<file path="config.mk">
export PLATFORM = sky130hd
export DESIGN_NAME = hbw_port
export DESIGN_NICKNAME = d
export VERILOG_FILES = /design/src/common/hbw_pkg.sv /design/src/design/hbw_port.sv
export VERILOG_INCLUDE_DIRS = /design/src /design/src/common
export SDC_FILE = /design/constraint.sdc
export NUM_CORES = 1
export LEC_CHECK = 0
export ABC_AREA = 0
export BUFFER_PORTS_ARGS = -buffer_cell sky130_fd_sc_hd__buf_2
export CORE_MARGIN = 1
export CORE_UTILIZATION = 55
export CTS_CLUSTER_DIAMETER = 50
export DETAILED_ROUTE_END_ITERATION = 7
export GPL_TIMING_DRIVEN = 0
export PLACE_DENSITY = 0.78
export SLEW_MARGIN = 10
export SYNTH_ARGS = -nofsm -noshare
export SYNTH_HDL_FRONTEND = slang
export SYNTH_SLANG_ARGS = --single-unit
</file>
<file path="constraint.sdc">
create_clock -name core_clk_i -period 1.97 [get_ports core_clk_i]
set_clock_uncertainty 0.1 [all_clocks]
set_input_delay 0.394 -clock core_clk_i [delete_from_list [all_inputs] [get_ports core_clk_i]]
set_output_delay 0.394 -clock core_clk_i [all_outputs]
set_load 0.02 [all_outputs]
</file>
<file path="src/common/hbw_params.svh">
// Constants of the host bus wait and interrupt port.
// Assumes one 250 MHz core clock; included by the package and the design.
`ifndef HBW_PARAMS_SVH
`define HBW_PARAMS_SVH

// ======================================================================
// Clock and timing
`define HBW_CLK_PS 4000
`define HBW_POLL_PS 250000
`define HBW_PULSE_PS 200000
`define HBW_HOLD_LIMIT_PS 100000
`define HBW_POLL_CYC (`HBW_POLL_PS / `HBW_CLK_PS)
`define HBW_PULSE_CYC (`HBW_PULSE_PS / `HBW_CLK_PS)

// ======================================================================
// Register offsets on the processor port
`define HBW_REG_CTRL 3'h0
`define HBW_REG_LATCH 3'h1
`define HBW_REG_ACCESS 3'h2
`define HBW_REG_EVENT 3'h3
`define HBW_REG_ISTAT 3'h4
`define HBW_REG_IMASK 3'h5

// ======================================================================
// Fields and reset values
`define HBW_CTRL_PERMIT 0
`define HBW_EV_IRQ 0
`define HBW_EV_XFER 1
`define HBW_IS_ACCESS 0
`define HBW_IS_XFER_TAKEN 1
`define HBW_CTRL_RST 8'h00
`define HBW_MASK_RST 8'h00
`define HBW_LATCH_RST 8'h00

// ======================================================================
// Host task-file addresses that clear requests
`define HBW_TF_DATA 3'h0
`define HBW_TF_SECNUM 3'h3
`define HBW_TF_CYLLO 3'h4
`define HBW_TF_STATCMD 3'h7

`endif

</file>
<file path="src/common/hbw_pkg.sv">
// Types of the host bus wait and interrupt port.
// Assumes the constants header sits beside it on the include path.
package hbw_pkg;
`include "hbw_params.svh"

   // ===================================================================
   // Hold sequencing per card-select access
   typedef enum logic [1:0] {
      HS_IDLE,
      HS_HOLD,
      HS_DONE
   } hbw_hold_type;

endpackage

</file>
<file path="src/design/hbw_port.sv">
// Host bus port: bus hold, bus gating, access detection, irq and request.
// Assumes asynchronous host pins and an internal processor on core_clk_i.
`timescale 1ns/1ps
`include "hbw_params.svh"

module hbw_port
   import hbw_pkg::*;
#(
   parameter int DATA_W = 8,
   parameter int ADDR_W = 3
) (
   input wire logic core_clk_i,
   input wire logic nrst_i,
   // Host pins
   input wire logic cs_n_i,
   input wire logic rd_strobe_n_i,
   input wire logic wr_strobe_n_i,
   input wire logic [ADDR_W-1:0] reg_sel_lines_i,
   input wire logic [DATA_W-1:0] host_data_bus_i,
   output logic [DATA_W-1:0] host_data_bus_o,
   output logic host_data_bus_oe_o,
   output logic wait_n_o,
   output logic irq_out_o,
   output logic xfer_request_o,
   input wire logic master_clear_n_i,
   // Processor register port
   input wire logic [2:0] reg_addr_i,
   input wire logic [7:0] reg_wdata_i,
   input wire logic reg_wr_i,
   input wire logic reg_rd_i,
   output logic [7:0] reg_rdata_o,
   output logic intr_o,
   output logic host_access_pulse_n_o
);

   localparam int SYNC_W = DATA_W + ADDR_W + 4;
   localparam int POLL_CYC = `HBW_POLL_CYC;
   localparam int PULSE_CYC = `HBW_PULSE_CYC;

   initial begin
      if (DATA_W != 8 || ADDR_W != 3) begin
         $error("hbw_port serves only an 8-bit bus with 3 address lines");
      end
   end

   // ===================================================================
   // Pin synchronisers
   logic [SYNC_W-1:0] pin_s1_q;
   logic [SYNC_W-1:0] pin_s2_q;

   always_ff @(posedge core_clk_i) begin
      if (!nrst_i) begin
         pin_s1_q <= {4'hF, {(SYNC_W-4){1'b0}}};
         pin_s2_q <= {4'hF, {(SYNC_W-4){1'b0}}};
      end else begin
         pin_s1_q <= {master_clear_n_i, cs_n_i, rd_strobe_n_i,
                      wr_strobe_n_i, reg_sel_lines_i, host_data_bus_i};
         pin_s2_q <= pin_s1_q;
      end
   end

   logic mclr;
   logic cs;
   logic rd;
   logic wr;
   logic [ADDR_W-1:0] addr_s;
   logic [DATA_W-1:0] data_s;
   logic cs_prev_q;
   logic cs_fall;

   assign mclr = !pin_s2_q[SYNC_W-1];
   assign cs = !pin_s2_q[SYNC_W-2];
   assign rd = !pin_s2_q[SYNC_W-3];
   assign wr = !pin_s2_q[SYNC_W-4];
   assign addr_s = pin_s2_q[DATA_W +: ADDR_W];
   assign data_s = pin_s2_q[DATA_W-1:0];
   assign cs_fall = cs && !cs_prev_q;

   always_ff @(posedge core_clk_i) begin
      if (!nrst_i) begin
         cs_prev_q <= 1'b0;
      end else begin
         cs_prev_q <= cs;
      end
   end

   // ===================================================================
   // Processor register decode
   logic wr_ctrl;
   logic wr_latch;
   logic rd_latch;
   logic wr_event;
   logic wr_istat;
   logic wr_imask;
   logic latch_strobe;

   assign wr_ctrl = reg_wr_i && reg_addr_i == `HBW_REG_CTRL;
   assign wr_latch = reg_wr_i && reg_addr_i == `HBW_REG_LATCH;
   assign rd_latch = reg_rd_i && reg_addr_i == `HBW_REG_LATCH;
   assign wr_event = reg_wr_i && reg_addr_i == `HBW_REG_EVENT;
   assign wr_istat = reg_wr_i && reg_addr_i == `HBW_REG_ISTAT;
   assign wr_imask = reg_wr_i && reg_addr_i == `HBW_REG_IMASK;
   assign latch_strobe = wr_latch || rd_latch;

   logic [7:0] ctrl_q;
   logic hold_permit_n;

   always_ff @(posedge core_clk_i) begin
      if (!nrst_i) begin
         ctrl_q <= `HBW_CTRL_RST;
      end else if (wr_ctrl) begin
         ctrl_q <= reg_wdata_i;
      end
   end

   assign hold_permit_n = !ctrl_q[`HBW_CTRL_PERMIT];

   // ===================================================================
   // Bus hold sequencing
   hbw_hold_type hold_q;
   logic hold_request_internal;

   // Permit sampled only at select edge, so a hold never starts mid access
   always_ff @(posedge core_clk_i) begin
      if (!nrst_i) begin
         hold_q <= HS_IDLE;
      end else begin
         case (hold_q)
            HS_IDLE: begin
               if (cs_fall) begin
                  hold_q <= hold_permit_n ? HS_DONE : HS_HOLD;
               end
            end
            HS_HOLD: begin
               if (latch_strobe) begin
                  hold_q <= HS_DONE;
               end else if (!cs) begin
                  hold_q <= HS_IDLE;
               end
            end
            HS_DONE: begin
               if (!cs) begin
                  hold_q <= HS_IDLE;
               end
            end
            default: begin
               hold_q <= HS_IDLE;
            end
         endcase
      end
   end

   assign hold_request_internal = hold_q == HS_HOLD;
   // Held through the strobe cycle, drops at its trailing edge
   assign wait_n_o = !hold_request_internal;

   // ===================================================================
   // Bus gating and communication latches
   logic bus_out_gate_n;
   logic bus_in_gate;
   logic [DATA_W-1:0] out_latch_q;
   logic [DATA_W-1:0] in_latch_q;

   assign bus_out_gate_n = !(cs && rd);
   assign bus_in_gate = cs && wr;
   assign host_data_bus_oe_o = !bus_out_gate_n;
   assign host_data_bus_o = out_latch_q;

   always_ff @(posedge core_clk_i) begin
      if (!nrst_i) begin
         out_latch_q <= `HBW_LATCH_RST;
      end else if (wr_latch) begin
         out_latch_q <= reg_wdata_i;
      end
   end

   always_ff @(posedge core_clk_i) begin
      if (!nrst_i) begin
         in_latch_q <= `HBW_LATCH_RST;
      end else if (bus_in_gate) begin
         in_latch_q <= data_s;
      end
   end

   // ===================================================================
   // Access detection and host access pulse
   logic access_seen_q;
   logic access_set;
   logic [ADDR_W-1:0] acc_addr_q;
   logic acc_wr_q;
   logic [5:0] pulse_cnt_q;

   assign access_set = hold_request_internal && (rd || wr) &&
                       !access_seen_q && !latch_strobe;

   always_ff @(posedge core_clk_i) begin
      if (!nrst_i) begin
         access_seen_q <= 1'b0;
         acc_addr_q <= 3'h0;
         acc_wr_q <= 1'b0;
      end else if (access_set) begin
         access_seen_q <= 1'b1;
         acc_addr_q <= addr_s;
         acc_wr_q <= wr;
      end else if (latch_strobe) begin
         access_seen_q <= 1'b0;
      end
   end

   always_ff @(posedge core_clk_i) begin
      if (!nrst_i) begin
         pulse_cnt_q <= 6'h00;
      end else if (access_set) begin
         pulse_cnt_q <= 6'(PULSE_CYC);
      end else if (pulse_cnt_q != 6'h00) begin
         pulse_cnt_q <= pulse_cnt_q - 6'h01;
      end
   end

   assign host_access_pulse_n_o = pulse_cnt_q == 6'h00;

   // Snapshot on a fixed tick; the processor reads the latest sample
   logic [5:0] poll_cnt_q;
   logic [7:0] poll_snap_q;

   always_ff @(posedge core_clk_i) begin
      if (!nrst_i) begin
         poll_cnt_q <= 6'h00;
         poll_snap_q <= 8'h00;
      end else if (poll_cnt_q == 6'(POLL_CYC - 1)) begin
         poll_cnt_q <= 6'h00;
         poll_snap_q <= {3'h0, acc_wr_q, acc_addr_q, access_seen_q};
      end else begin
         poll_cnt_q <= poll_cnt_q + 6'h01;
      end
   end

   // ===================================================================
   // Interrupt request and transfer request
   logic irq_set;
   logic xfer_set;
   logic irq_clr;
   logic xfer_clr;

   assign irq_set = wr_event && reg_wdata_i[`HBW_EV_IRQ];
   assign xfer_set = wr_event && reg_wdata_i[`HBW_EV_XFER];
   assign irq_clr = access_set && (addr_s == `HBW_TF_STATCMD ||
                                   addr_s == `HBW_TF_SECNUM);
   assign xfer_clr = access_set && (addr_s == `HBW_TF_DATA ||
                                    addr_s == `HBW_TF_CYLLO);

   // Set beats clear so an operation end is never lost
   always_ff @(posedge core_clk_i) begin
      if (!nrst_i || mclr) begin
         irq_out_o <= 1'b1;
      end else if (irq_set) begin
         irq_out_o <= 1'b1;
      end else if (irq_clr) begin
         irq_out_o <= 1'b0;
      end
   end

   always_ff @(posedge core_clk_i) begin
      if (!nrst_i || mclr) begin
         xfer_request_o <= 1'b0;
      end else if (xfer_set) begin
         xfer_request_o <= 1'b1;
      end else if (xfer_clr) begin
         xfer_request_o <= 1'b0;
      end
   end

   // ===================================================================
   // Processor interrupt status and mask
   logic [7:0] istat_q;
   logic [7:0] imask_q;
   logic [7:0] ev_vec;

   assign ev_vec = {6'h00, xfer_clr && xfer_request_o, access_set};

   always_ff @(posedge core_clk_i) begin
      if (!nrst_i) begin
         istat_q <= 8'h00;
      end else if (wr_istat) begin
         istat_q <= (istat_q & ~reg_wdata_i) | ev_vec;
      end else begin
         istat_q <= istat_q | ev_vec;
      end
   end

   always_ff @(posedge core_clk_i) begin
      if (!nrst_i) begin
         imask_q <= `HBW_MASK_RST;
      end else if (wr_imask) begin
         imask_q <= reg_wdata_i;
      end
   end

   assign intr_o = |(istat_q & imask_q);

   // ===================================================================
   // Register read port
   always_ff @(posedge core_clk_i) begin
      if (!nrst_i || !reg_rd_i) begin
         reg_rdata_o <= 8'h00;
      end else begin
         case (reg_addr_i)
            `HBW_REG_CTRL: reg_rdata_o <= ctrl_q;
            `HBW_REG_LATCH: reg_rdata_o <= in_latch_q;
            `HBW_REG_ACCESS: reg_rdata_o <= poll_snap_q;
            `HBW_REG_EVENT: begin
               reg_rdata_o <= {6'h00, xfer_request_o, irq_out_o};
            end
            `HBW_REG_ISTAT: reg_rdata_o <= istat_q;
            `HBW_REG_IMASK: reg_rdata_o <= imask_q;
            default: reg_rdata_o <= 8'h00;
         endcase
      end
   end

   // ===================================================================
   // Checks
   property p_hold_capture;
      @(posedge core_clk_i) disable iff (!nrst_i)
      hold_q == HS_IDLE && cs_fall && !hold_permit_n |=> !wait_n_o;
   endproperty
   a_hold_capture: assert property (p_hold_capture)
      else $error("hold not raised after permitted select");

   property p_hold_span;
      @(posedge core_clk_i) disable iff (!nrst_i)
      !wait_n_o && cs && !latch_strobe |=> !wait_n_o;
   endproperty
   a_hold_span: assert property (p_hold_span)
      else $error("hold dropped during access");

   property p_hold_release;
      @(posedge core_clk_i) disable iff (!nrst_i)
      !wait_n_o && latch_strobe |-> !wait_n_o ##1 wait_n_o;
   endproperty
   a_hold_release: assert property (p_hold_release)
      else $error("hold not released at strobe end");

   property p_no_hold;
      @(posedge core_clk_i) disable iff (!nrst_i)
      hold_q == HS_IDLE && cs_fall && hold_permit_n |=> wait_n_o[*2];
   endproperty
   a_no_hold: assert property (p_no_hold)
      else $error("hold raised without permit");

   property p_out_gate;
      @(posedge core_clk_i) disable iff (!nrst_i)
      cs && rd |-> host_data_bus_oe_o && host_data_bus_o == out_latch_q;
   endproperty
   a_out_gate: assert property (p_out_gate)
      else $error("latch not driven during host read");

   property p_in_gate;
      @(posedge core_clk_i) disable iff (!nrst_i)
      cs && wr |=> in_latch_q == $past(data_s);
   endproperty
   a_in_gate: assert property (p_in_gate)
      else $error("host data not captured");

   property p_seen;
      @(posedge core_clk_i) disable iff (!nrst_i)
      hold_request_internal && (rd || wr) && !latch_strobe |=> access_seen_q;
   endproperty
   a_seen: assert property (p_seen)
      else $error("access not detected");

   property p_pulse;
      @(posedge core_clk_i) disable iff (!nrst_i)
      access_set |=> !host_access_pulse_n_o[*8];
   endproperty
   a_pulse: assert property (p_pulse)
      else $error("host access pulse too short");

   property p_irq_clear;
      @(posedge core_clk_i) disable iff (!nrst_i)
      access_set && addr_s == `HBW_TF_STATCMD && !irq_set && !mclr
      |=> !irq_out_o;
   endproperty
   a_irq_clear: assert property (p_irq_clear)
      else $error("interrupt not cleared by status access");

   property p_xfer_set;
      @(posedge core_clk_i) disable iff (!nrst_i)
      xfer_set && !mclr |=> xfer_request_o;
   endproperty
   a_xfer_set: assert property (p_xfer_set)
      else $error("transfer request not raised");

   property p_reset;
      @(posedge core_clk_i)
      !nrst_i |=> irq_out_o && !xfer_request_o;
   endproperty
   a_reset: assert property (p_reset)
      else $error("reset values of irq or request wrong");

endmodule

</file>
==> qor.yml, run 1 <==
timing:
  worst_pin_slew_ns: 0.909
  fin_crit_sh_pct: 96.6
  rsz0062_at_grt: "no"
  setup_viol: 0
  maxSlewViolCount: 0
  period_needed_ns: 1.90
  finalHoldViolations: 0
  final.setup.tns_ns: 0
  relSlewSlack_pct: 39.3
  timing.fmax_mhz: 525
  whs_ns: 0.0845
layout:
  syn2layout_area_growth_pct: 15.7
  diodes: 0
  fillers: 574
  final_common_cell: "dfxtp_1"
  drive_gt1_share_pct: 16.9
  layout_common_cells: "dfxtp_1, nand2_1, buf_2"
  final_area_um2: 4700
  nNetsFinal: 536
floorplanning:
  core.rowCount: 30
  die_y_um: 88.0
  top_level_ports: 52
  coreArea_um2: 6980
  initial_core_util_pct: 58.2
  die_area_um2: 7740
  fp.dieW_um: 88.0
routing:
  first_pass_iters: 5
  wirelength_um: 9000
  drc_errors: 0
  antenna_left: 0
  viasPerCell: 5.59
  dr.first_iter.drc_count: 210
  vias: 3375
  avgRoutedWirePerCell_um: 14.9
power:
  finalPower_mw: 4.38
  p_per_area_nw_per_um2: 931
  p_leak_nw: 1.85
  ir_drop_mv: 0.698
synth:
  yosysUniqueCellTypes: 55
  async_flop_share_pct: 0
  yosys.area.top_type: "dfxtp_1"
  yosys_warnings: 0
  synth_area_um2: 4060
  synth_mux_area_share_pct: 6.68
  ys_seq_area_share_pct: 51.7
  ys_ff_latch: 105
  synth-compound-area-share_pct: 14.3
  synth_fp_nets: 475
  synth_top_family_by_area: "simple AND/OR/NAND/NOR gates"
  synth_edf_count: 0
  ys.flop_type: "dfxtp_1"
  synthXorXnorAreaFrac_pct: 1.08
  synth-simple-area-share_pct: 22.0
  ys_top_cells_by_area: "dfxtp_1, mux2i_1, nand2_1"
  syn_inst: 442
  avgSynthCellArea_um2: 9.19
  yosys.area_share.adder_pct: 0.924
  yosysTopAreaCellShare_pct: 51.7
setup_path:
  crit_fanout: 4
  reg2regPathDepth: 3
  worstPathCellList: "inv_1 > ha_4 > nor2b_4 > nand2_1 > inv_1 > buf_2"
  critPathMaxStageDelay_ns: 0.34
  start_kind: "register"
  worst_ep_arrival_time_ns: 1.41
  crit_cells: 6
  crit_type: "register to output port"
  critPathTopFamily: "flip-flops"
  crit_top_cell: "inv_1"
  cp_slowest_cell: "dfxtp_1"
  crit_buf_inv: 3
  required_ns: 1.48
  endpoint_kind: "output port"
run_status:
  outcome: "finished, final reports clean"
clocking:
  cts_tree: "built"
  clk_pin_slew_ns: 0.11
  cts_num_sinks: 105
  cts_made_buffers: 9
  clkLatencyLatePin_ns: 0.38
  hold_buffers: 0
  cts_htree_levels: 3
  post_cts_buffers: 0
  cts_root_buf: "clkbuf_8"
  clockBufferDepth: 2
global_route:
  grt_max_degree: 23
  track_usage_pct: 25.2
  overflow: 0
  grt_pass1_wl_um: 14700
  grt_pass1_vias: 3075
  antenna_found_initial: 0
placement:
  port_buffers: 50
  place_area_um2: 4430
  gp_congestion: 0.892
  dp_hpwl_um: 6450
min_path:
  hold_class: "input pin to register"
  hold_path_depth: 2
flow_run:
  cap_violations: 0
## what timing repair did
action,in CTS,in global routing
pin swaps,0,0
resized for setup,4,4
setup endpoints to repair,2,1
## power by group
group / switching [mW] / internal [mW] / total (mW)
combinational: 0.331 / 0.269 / 0.600
sequential: 0.0677 / 2.21 / 2.28
clock: 0.847 / 0.653 / 1.50
total: 1.25 / 3.14 / 4.38
## per-stage QoR
stage               util [%]  worst slack, ns  cells
floorplan                  -            0.282    442
global placement        63.5           0.0147    588
detailed placement      63.5          -0.0675    588
CTS                     67.1           0.0100    604
global route            67.4           0.0109    604
finish                  67.4           0.0666    604
## Yosys cell counts, types with 5 or more instances
cell type / instances
nor2_1: 25
mux2i_1: 26
dfxtp_1: 105
a21oi_1: 45
nor3_1: 5
inv_1: 8
nand4_1: 5
o21ai_0: 23
clkbuf_1: 19
nand2b_1: 14
nand2_1: 63
nand3_1: 7
and2_1: 25
## layout make-up
| type | instances | area (um^2) | area share (%) |
|---|---|---|---|
| inverters | 9 | 33.8 | 0.718 |
| repair buffers | 50 | 250 | 5.32 |
| clock inverters | 7 | 118 | 2.50 |
| well taps | 96 | 120 | 2.55 |
| clock buffers | 9 | 124 | 2.63 |
| multi-input cells | 304 | 1850 | 39.3 |
| plain buffers | 24 | 105 | 2.23 |
| flip-flops and latches | 105 | 2100 | 44.7 |
## layer usage
layer / global-route usage, % / part of all wire [%] / up-vias
met1: 32.6 / 45 / 1580
li1: - / - / 1647
met3: 6.69 / 6.4 / 20
met4: 7.75 / 1.5 / 0
met5: 0 / 0 / -
met2: 41.2 / 47 / 128
## state kept, by name, summed over array words and instances, names as in the netlist, 8 cells and up
signal,flops
reg_rdata_o,8
istat_q,8
host_data_bus_o,8
pin_s2_q,15
ctrl_q,8
imask_q,8
in_latch_q,8
pin_s1_q,15
## final timing paths
| kind | startpoint | end | slack, ns |
|---|---|---|---|
| worst max register to register | pulse_cnt_q[3]$_SDFFE_PP0P_ | pulse_cnt_q[5]$_SDFFE_PN0P_ | 0.34 |
| worst min register to register | pin_s1_q[11]$_SDFF_PN1_ | pin_s2_q[11]$_SDFF_PN1_ | 0.32 |
| worst min-delay path | wr_strobe_n_i | pin_s1_q[11]$_SDFF_PN1_ | 0.08 |
| worst max-delay path | pulse_cnt_q[1]$_SDFFE_PN0P_ | host_access_pulse_n_o | 0.07 |
## logic make-up after synthesis
| kind of cell | count (synthesis) |
|---|---|
| AND/OR/NAND/NOR | 172 |
| flip-flops | 105 |
| AO/OA/AOI/OAI | 97 |
| buffers and inverters | 33 |
| multiplexers | 27 |
| XOR/XNOR | 5 |
| adder cells (fa/ha/maj) | 3 |
(Power assumes the default switching activity.)
==> run 2, diff against run 1 <==
==> constraint.sdc (replaced) <==
create_clock -name core_clk_i -period 1.97 [get_ports core_clk_i]
set_clock_uncertainty 0.1 [all_clocks]
set_input_delay 0.0985 -clock core_clk_i [delete_from_list [all_inputs] [get_ports core_clk_i]]
set_output_delay 0.0985 -clock core_clk_i [all_outputs]
set_load 0.02 [all_outputs]
==> run 2 against run 1 <==
Register-to-register slack got worse by 0.03 ns. Non-clock buffer count increased by 24. Fmax grew 9.5%. Die area did not move. Critical path depth did not move. Highest routed layer unchanged. Via count rose by 2.5%. Combinational power is 1% lower. Global-route usage grew 1.1 points. Count of clock-buffer cells in the layout stayed put. Sequential power hardly changed. Utilization up 3.0 points. Critical path type unchanged. Hold slack got worse by 0.053 ns.
==> qor.yml, run 2 (synthesis results as in run 1) <==
routing:
  first_pass_iters: 5  # unchanged
  wirelength_um: 9440  # +4.9%
  drc_errors: 0  # unchanged
  dr.first_iter.drc_count: 244  # +16%
  antenna_left: 0  # unchanged
  vias: 3458  # +2.5%
  avgRoutedWirePerCell_um: 15.0  # +0.87%
  viasPerCell: 5.51  # -1.5%
timing:
  finalHoldViolations: 0  # unchanged
  fin_crit_sh_pct: 88.2  # -8.4 points
  period_needed_ns: 1.74  # -0.166 ns
  relSlewSlack_pct: 39.9  # +0.66 points
  maxSlewViolCount: 0  # unchanged
  finalWorstSetupSlack_ns: 0.232  # +0.166 ns
  timing.fmax_mhz: 576  # +9.5%
  final.setup.tns_ns: 0  # unchanged
  rsz0062_at_grt: "no"
  worst_pin_slew_ns: 0.899  # -0.00980 ns
  whs_ns: 0.0311  # -0.0534 ns
  setup_viol: 0  # unchanged
setup_path:
  required_ns: 1.77  # +0.29 ns
  crit_type: "register to output port"
  startpoint: "pulse_cnt_q[0]$_SDFFE_PP0P_"
  worstReg2RegStart: "pulse_cnt_q[0]$_SDFFE_PP0P_"
  crit_top_cell: "inv_1"
  crit_buf_inv: 3  # unchanged
  start_kind: "register"
  critPathMaxStageDelay_ns: 0.34  # about the same
  worstPathCellList: "inv_1 > ha_1 > nor2b_1 > nand2_1 > inv_1 > buf_2"
  worst_ep_arrival_time_ns: 1.54  # +0.13 ns
  crit_fanout: 4  # unchanged
  crit_cells: 6  # unchanged
  critPathTopFamily: "flip-flops"
  reg2regPathDepth: 5  # +2
  cp_slowest_cell: "dfxtp_1"
  endpoint_kind: "output port"
power:
  p_per_area_nw_per_um2: 885  # -5.0%
  ir_drop_mv: 0.718  # +2.8%
  p_leak_nw: 1.94  # +4.9%
clocking:
  cts_num_sinks: 105  # unchanged
  cts_made_buffers: 9  # unchanged
  cts_tree: "built"
  cts_htree_levels: 3  # unchanged
  clk_pin_slew_ns: 0.11  # about the same
  clockBufferDepth: 2  # unchanged
  cts_resized: 0  # -4
  clkLatencyLatePin_ns: 0.37  # about the same
  cts_root_buf: "clkbuf_8"
  hold_buffers: 24  # +24
  post_cts_buffers: 0  # unchanged
placement:
  place_inst: 588  # unchanged
  port_buffers: 50  # unchanged
  place_ws_ns: 0.228  # +0.296 ns
  place_area_um2: 4430  # unchanged
  gp_congestion: 0.892  # unchanged
  dp_hpwl_um: 6450  # unchanged
layout:
  syn2layout_area_growth_pct: 21.0
  final_cell_count_no_fill: 628  # +4.0%
  final_common_cell: "dfxtp_1"
  fillers: 546  # -4.9%
  diodes: 0  # unchanged
  drive_gt1_share_pct: 15.0  # -1.9 points
  final_area_um2: 4920  # +4.5%
  nNetsFinal: 560  # +4.5%
  top_regs: "pin_s1_q (15), pin_s2_q (15)"
  layout_common_cells: "dfxtp_1, nand2_1, buf_2"
global_route:
  overflow: 0  # unchanged
  grt_max_degree: 23  # unchanged
  grt_pass1_vias: 3230  # +5.0%
  grt_pass1_wl_um: 15300  # +4.2%
  track_usage_pct: 26.3  # +1.1 points
  antenna_found_initial: 0  # unchanged
floorplanning:
  top_level_ports: 52  # unchanged
  initial_core_util_pct: 58.2  # unchanged
  die_y_um: 88.0  # unchanged
  coreArea_um2: 6980  # unchanged
  die_area_um2: 7740  # unchanged
  core.rowCount: 30  # unchanged
  fp.dieW_um: 88.0  # unchanged
min_path:
  hold_path_depth: 3  # +1
  worstHoldStart: "reg_wr_i"
  hold_class: "input pin to register"
flow_run:
  cap_violations: 0  # unchanged
run_status:
  outcome: "finished, final reports clean"
run 2: per-stage QoR:
stage	total power, mW	utilization, %
floorplan	2.70	-
CTS	4.37	70.4
global placement	2.84	63.5
finish	4.35	70.4
detailed placement	2.86	63.5
global route	4.54	70.4
run 2: final timing paths:
check	slack, ns	end
worst max-delay path	0.23	host_access_pulse_n_o
worst min-delay path	0.03	access_seen_q$_SDFFE_PN0P_
worst max register to register	0.31	pulse_cnt_q[5]$_SDFFE_PN0P_
worst min register to register	0.32	pin_s2_q[11]$_SDFF_PN1_
run 2: tightest hold or removal path: stages:
cell and delay (ns):
buf_2 0.16, or2_2 0.14, a211oi_1 0.06
run 2: per-layer routing:
metal | GRT usage [%] | vias to the layer above | routed length (um) | part of all wire (%)
met5 | 0 | - | 0 | 0
met4 | 8.64 | 0 | 141 | 1.5
met3 | 6.50 | 16 | 549 | 5.8
met2 | 43.3 | 121 | 4520 | 48
met1 | 33.9 | 1625 | 4230 | 45
li1 | - | 1696 | - | -
run 2: where the power goes:
group / total (mW) / leakage (nW) / switching, mW / internal [mW]
Sequential: 2.27 / 0.856 / 0.0601 / 2.21
Clock: 1.49 / 0.119 / 0.835 / 0.653
Combinational: 0.591 / 0.962 / 0.327 / 0.264
run 2: area by class of cell:
type,count,area [um^2],area share (%)
sequential,105,2100,42.8
multi-input combinational,304,1820,37.1
timing repair buffer,74,490,9.98
clock buffer,9,124,2.52
tap,96,120,2.44
clock inverter,7,118,2.39
buffer,24,104,2.11
inverter,9,33.8,0.687
==> run 3, diff against run 2 <==
BUFFER_PORTS_ARGS = -buffer_cell sky130_fd_sc_hd__buf_4   (was -buffer_cell sky130_fd_sc_hd__buf_2)
CORE_UTILIZATION = 31   (was 55)
CTS_CLUSTER_SIZE = 25   (was unset)
PLACE_DENSITY = 0.5   (was 0.78)
==> run 3 against run 2 <==
Critical path depth unchanged. Design area increased by 5.2%. Critical endpoint unchanged. Via count decreased by 4.8%.
==> qor.yml, run 3 (synthesis results as in run 1) <==
clocking:
  cts_num_sinks: 105  # unchanged
  cts_root_buf: "clkbuf_16"
  post_cts_buffers: 0  # unchanged
  hold_buffers: 24  # unchanged
  cts_resized: 0  # unchanged
  clkLatencyLatePin_ns: 0.35  # -0.02 ns
  clockBufferDepth: 2  # unchanged
  clk_pin_slew_ns: 0.07  # -0.04 ns
  cts_htree_levels: 3  # unchanged
  cts_made_buffers: 9  # unchanged
  cts_tree: "built"
power:
  p_leak_nw: 1.98  # +2.1%
  p_clk_share_pct: 37.0  # +2.8 points
  netSwitchingFraction_pct: 25.0  # -3.1 points
  p_per_area_nw_per_um2: 883  # -0.19%
  switchingPower_mw: 1.14  # -6.6%
  internal_power_mw: 3.43  # +9.5%
  ir_drop_mv: 0.322  # -55%
  comb_power_share_pct: 13.3  # -0.3 points
  pwr-share-seq_pct: 49.8  # -2.4 points
placement:
  port_buffers: 50  # unchanged
  dp_hpwl_um: 7050  # +9.3%
  gp_congestion: 0.786  # -12%
  place_inst: 664  # +13%
floorplanning:
  die_y_um: 116  # +32%
  coreArea_um2: 12700  # +82%
  die_area_um2: 13600  # +75%
  fp.dieW_um: 116  # +32%
  core.rowCount: 41  # +37%
  initial_core_util_pct: 31.9  # -26 points
  top_level_ports: 52  # unchanged
setup_path:
  r2r-end: "pulse_cnt_q[5]$_SDFFE_PN0P_"
  worstReg2RegStart: "pulse_cnt_q[0]$_SDFFE_PP0P_"
  worst_ep_arrival_time_ns: 1.50  # -0.04 ns
  endpoint_kind: "output port"
  crit_fanout: 4  # unchanged
  required_ns: 1.77  # about the same
  start_kind: "register"
  reg2reg_slack_ns: 0.32  # about the same
  reg2regPathDepth: 5  # unchanged
  crit_type: "register to output port"
timing:
  whs_ns: 0.0150  # -0.0161 ns
  maxSlewViolCount: 0  # unchanged
  fin_crit_sh_pct: 86.0  # -2.2 points
  timing.fmax_mhz: 590  # +2.5%
  period_needed_ns: 1.69  # -0.0432 ns
  setup_viol: 0  # unchanged
  finalHoldViolations: 0  # unchanged
  worst_pin_slew_ns: 0.920  # +0.0213 ns
  relSlewSlack_pct: 38.5  # -1.4 points
  rsz0062_at_grt: "no"
  final.setup.tns_ns: 0  # unchanged
min_path:
  hold_path_depth: 3  # unchanged
  worstHoldStart: "reg_wr_i"
  min_to: "access_seen_q$_SDFFE_PN0P_"
  hold_class: "input pin to register"
routing:
  viasPerCell: 4.68  # -15%
  wirelength_um: 9930  # +5.2%
  dr.first_iter.drc_count: 162  # -34%
  avgRoutedWirePerCell_um: 14.1  # -6.2%
  vias: 3292  # -4.8%
  drc_errors: 0  # unchanged
  first_pass_iters: 4  # -1
  antenna_left: 0  # unchanged
global_route:
  met3_usage_pct: 2.49  # -4.0 points
  grt_pass1_vias: 3052  # -5.5%
  grt.met2_usage_pct: 23.7  # -20 points
  track_usage_pct: 15.9  # -10 points
  grt_max_degree: 16  # -30%
  grt_pass1_wl_um: 16100  # +5.1%
  antenna_found_initial: 0  # unchanged
  use_met1_pct: 22.7  # -11 points
  top_usage_layer: "met2"
  overflow: 0  # unchanged
layout:
  final_common_cell: "dfxtp_1"
  final_cell_count_no_fill: 704  # +12%
  nNetsFinal: 560  # unchanged
  syn2layout_area_growth_pct: 27.2
  diodes: 0  # unchanged
  layout_common_cells: "dfxtp_1, nand2_1, buf_4"
  top_regs: "pin_s1_q (15), pin_s2_q (15)"
  drive_gt1_share_pct: 14.5  # -0.56 points
run_status:
  outcome: "finished, final reports clean"
flow_run:
  cap_violations: 0  # unchanged
## run 3: changes by cell type in the layout (fill, tap and decap cells not counted), moves of 2 or more
| cell | previous run | this run |
|---|---|---|
| clkinv_8 | 3 | 0 |
| inv_8 | 2 | 0 |
| buf_2 | 52 | 2 |
| clkbuf_16 | 0 | 9 |
| buf_4 | 1 | 51 |
| clkbuf_8 | 9 | 2 |
| clkbuf_1 | 19 | 22 |
## run 3: per-stage QoR
step           power [mW]  util, %  area [um^2]  setup slack (ns)
6_report             4.57     40.6         5170             0.276
5_1_grt              4.78     40.6         5170             0.179
4_1_cts              4.61     40.6         5170             0.274
3_5_place_dp         2.89     36.6         4650             0.178
3_3_place_gp         2.88     36.6         4650             0.195
2_1_floorplan        2.70        -         4060             0.427
## run 3: final cells by class
type | count | area (um^2)
Multi-Input combinational cell | 304 | 1820
Sequential cell | 105 | 2100
Fill cell | 1309 | 7550
Clock buffer | 14 | 264
Clock inverter | 2 | 12.5
Buffer | 24 | 104
Timing Repair Buffer | 74 | 616
Tap cell | 172 | 215
Inverter | 9 | 33.8
## run 3: critical path, stage by stage, from the launching register on
cell and delay (ns):
dfxtp_1 0.33, inv_1 0.07, ha_1 0.22, nor2b_1 0.24
nand2_1 0.09, inv_1 0.07, buf_4 0.13
## run 3: power groups by stage
stage | logic [mW] | registers [mW] | clock network (mW)
2_1_floorplan | 0.390 | 2.31 | 0
4_1_cts | 0.615 | 2.27 | 1.73
6_report | 0.607 | 2.27 | 1.69
3_5_place_dp | 0.572 | 2.32 | 0
3_3_place_gp | 0.564 | 2.32 | 0
5_1_grt | 0.684 | 2.29 | 1.81
## run 3: how the worst max path moves through the flow
stage          depth (start not counted)                     endpoint                        start
2_1_floorplan                          3  pulse_cnt_q[5]$_SDFFE_PN0P_  pulse_cnt_q[3]$_SDFFE_PP0P_
3_3_place_gp                           5       ctrl_q[5]$_SDFFE_PN0P_                reg_addr_i[2]
3_5_place_dp                           5       ctrl_q[5]$_SDFFE_PN0P_                reg_addr_i[2]
4_1_cts                                6        host_access_pulse_n_o  pulse_cnt_q[0]$_SDFFE_PP0P_
5_1_grt                                6        host_access_pulse_n_o  pulse_cnt_q[1]$_SDFFE_PN0P_
6_report                               6        host_access_pulse_n_o  pulse_cnt_q[0]$_SDFFE_PP0P_
## run 3: per-layer routing
| layer | vias to the layer above | share of wire (%) |
|---|---|---|
| met5 | - | 0 |
| met4 | 0 | 1.7 |
| met3 | 12 | 4.3 |
| met2 | 66 | 42 |
| met1 | 1524 | 51 |
| li1 | 1690 | - |
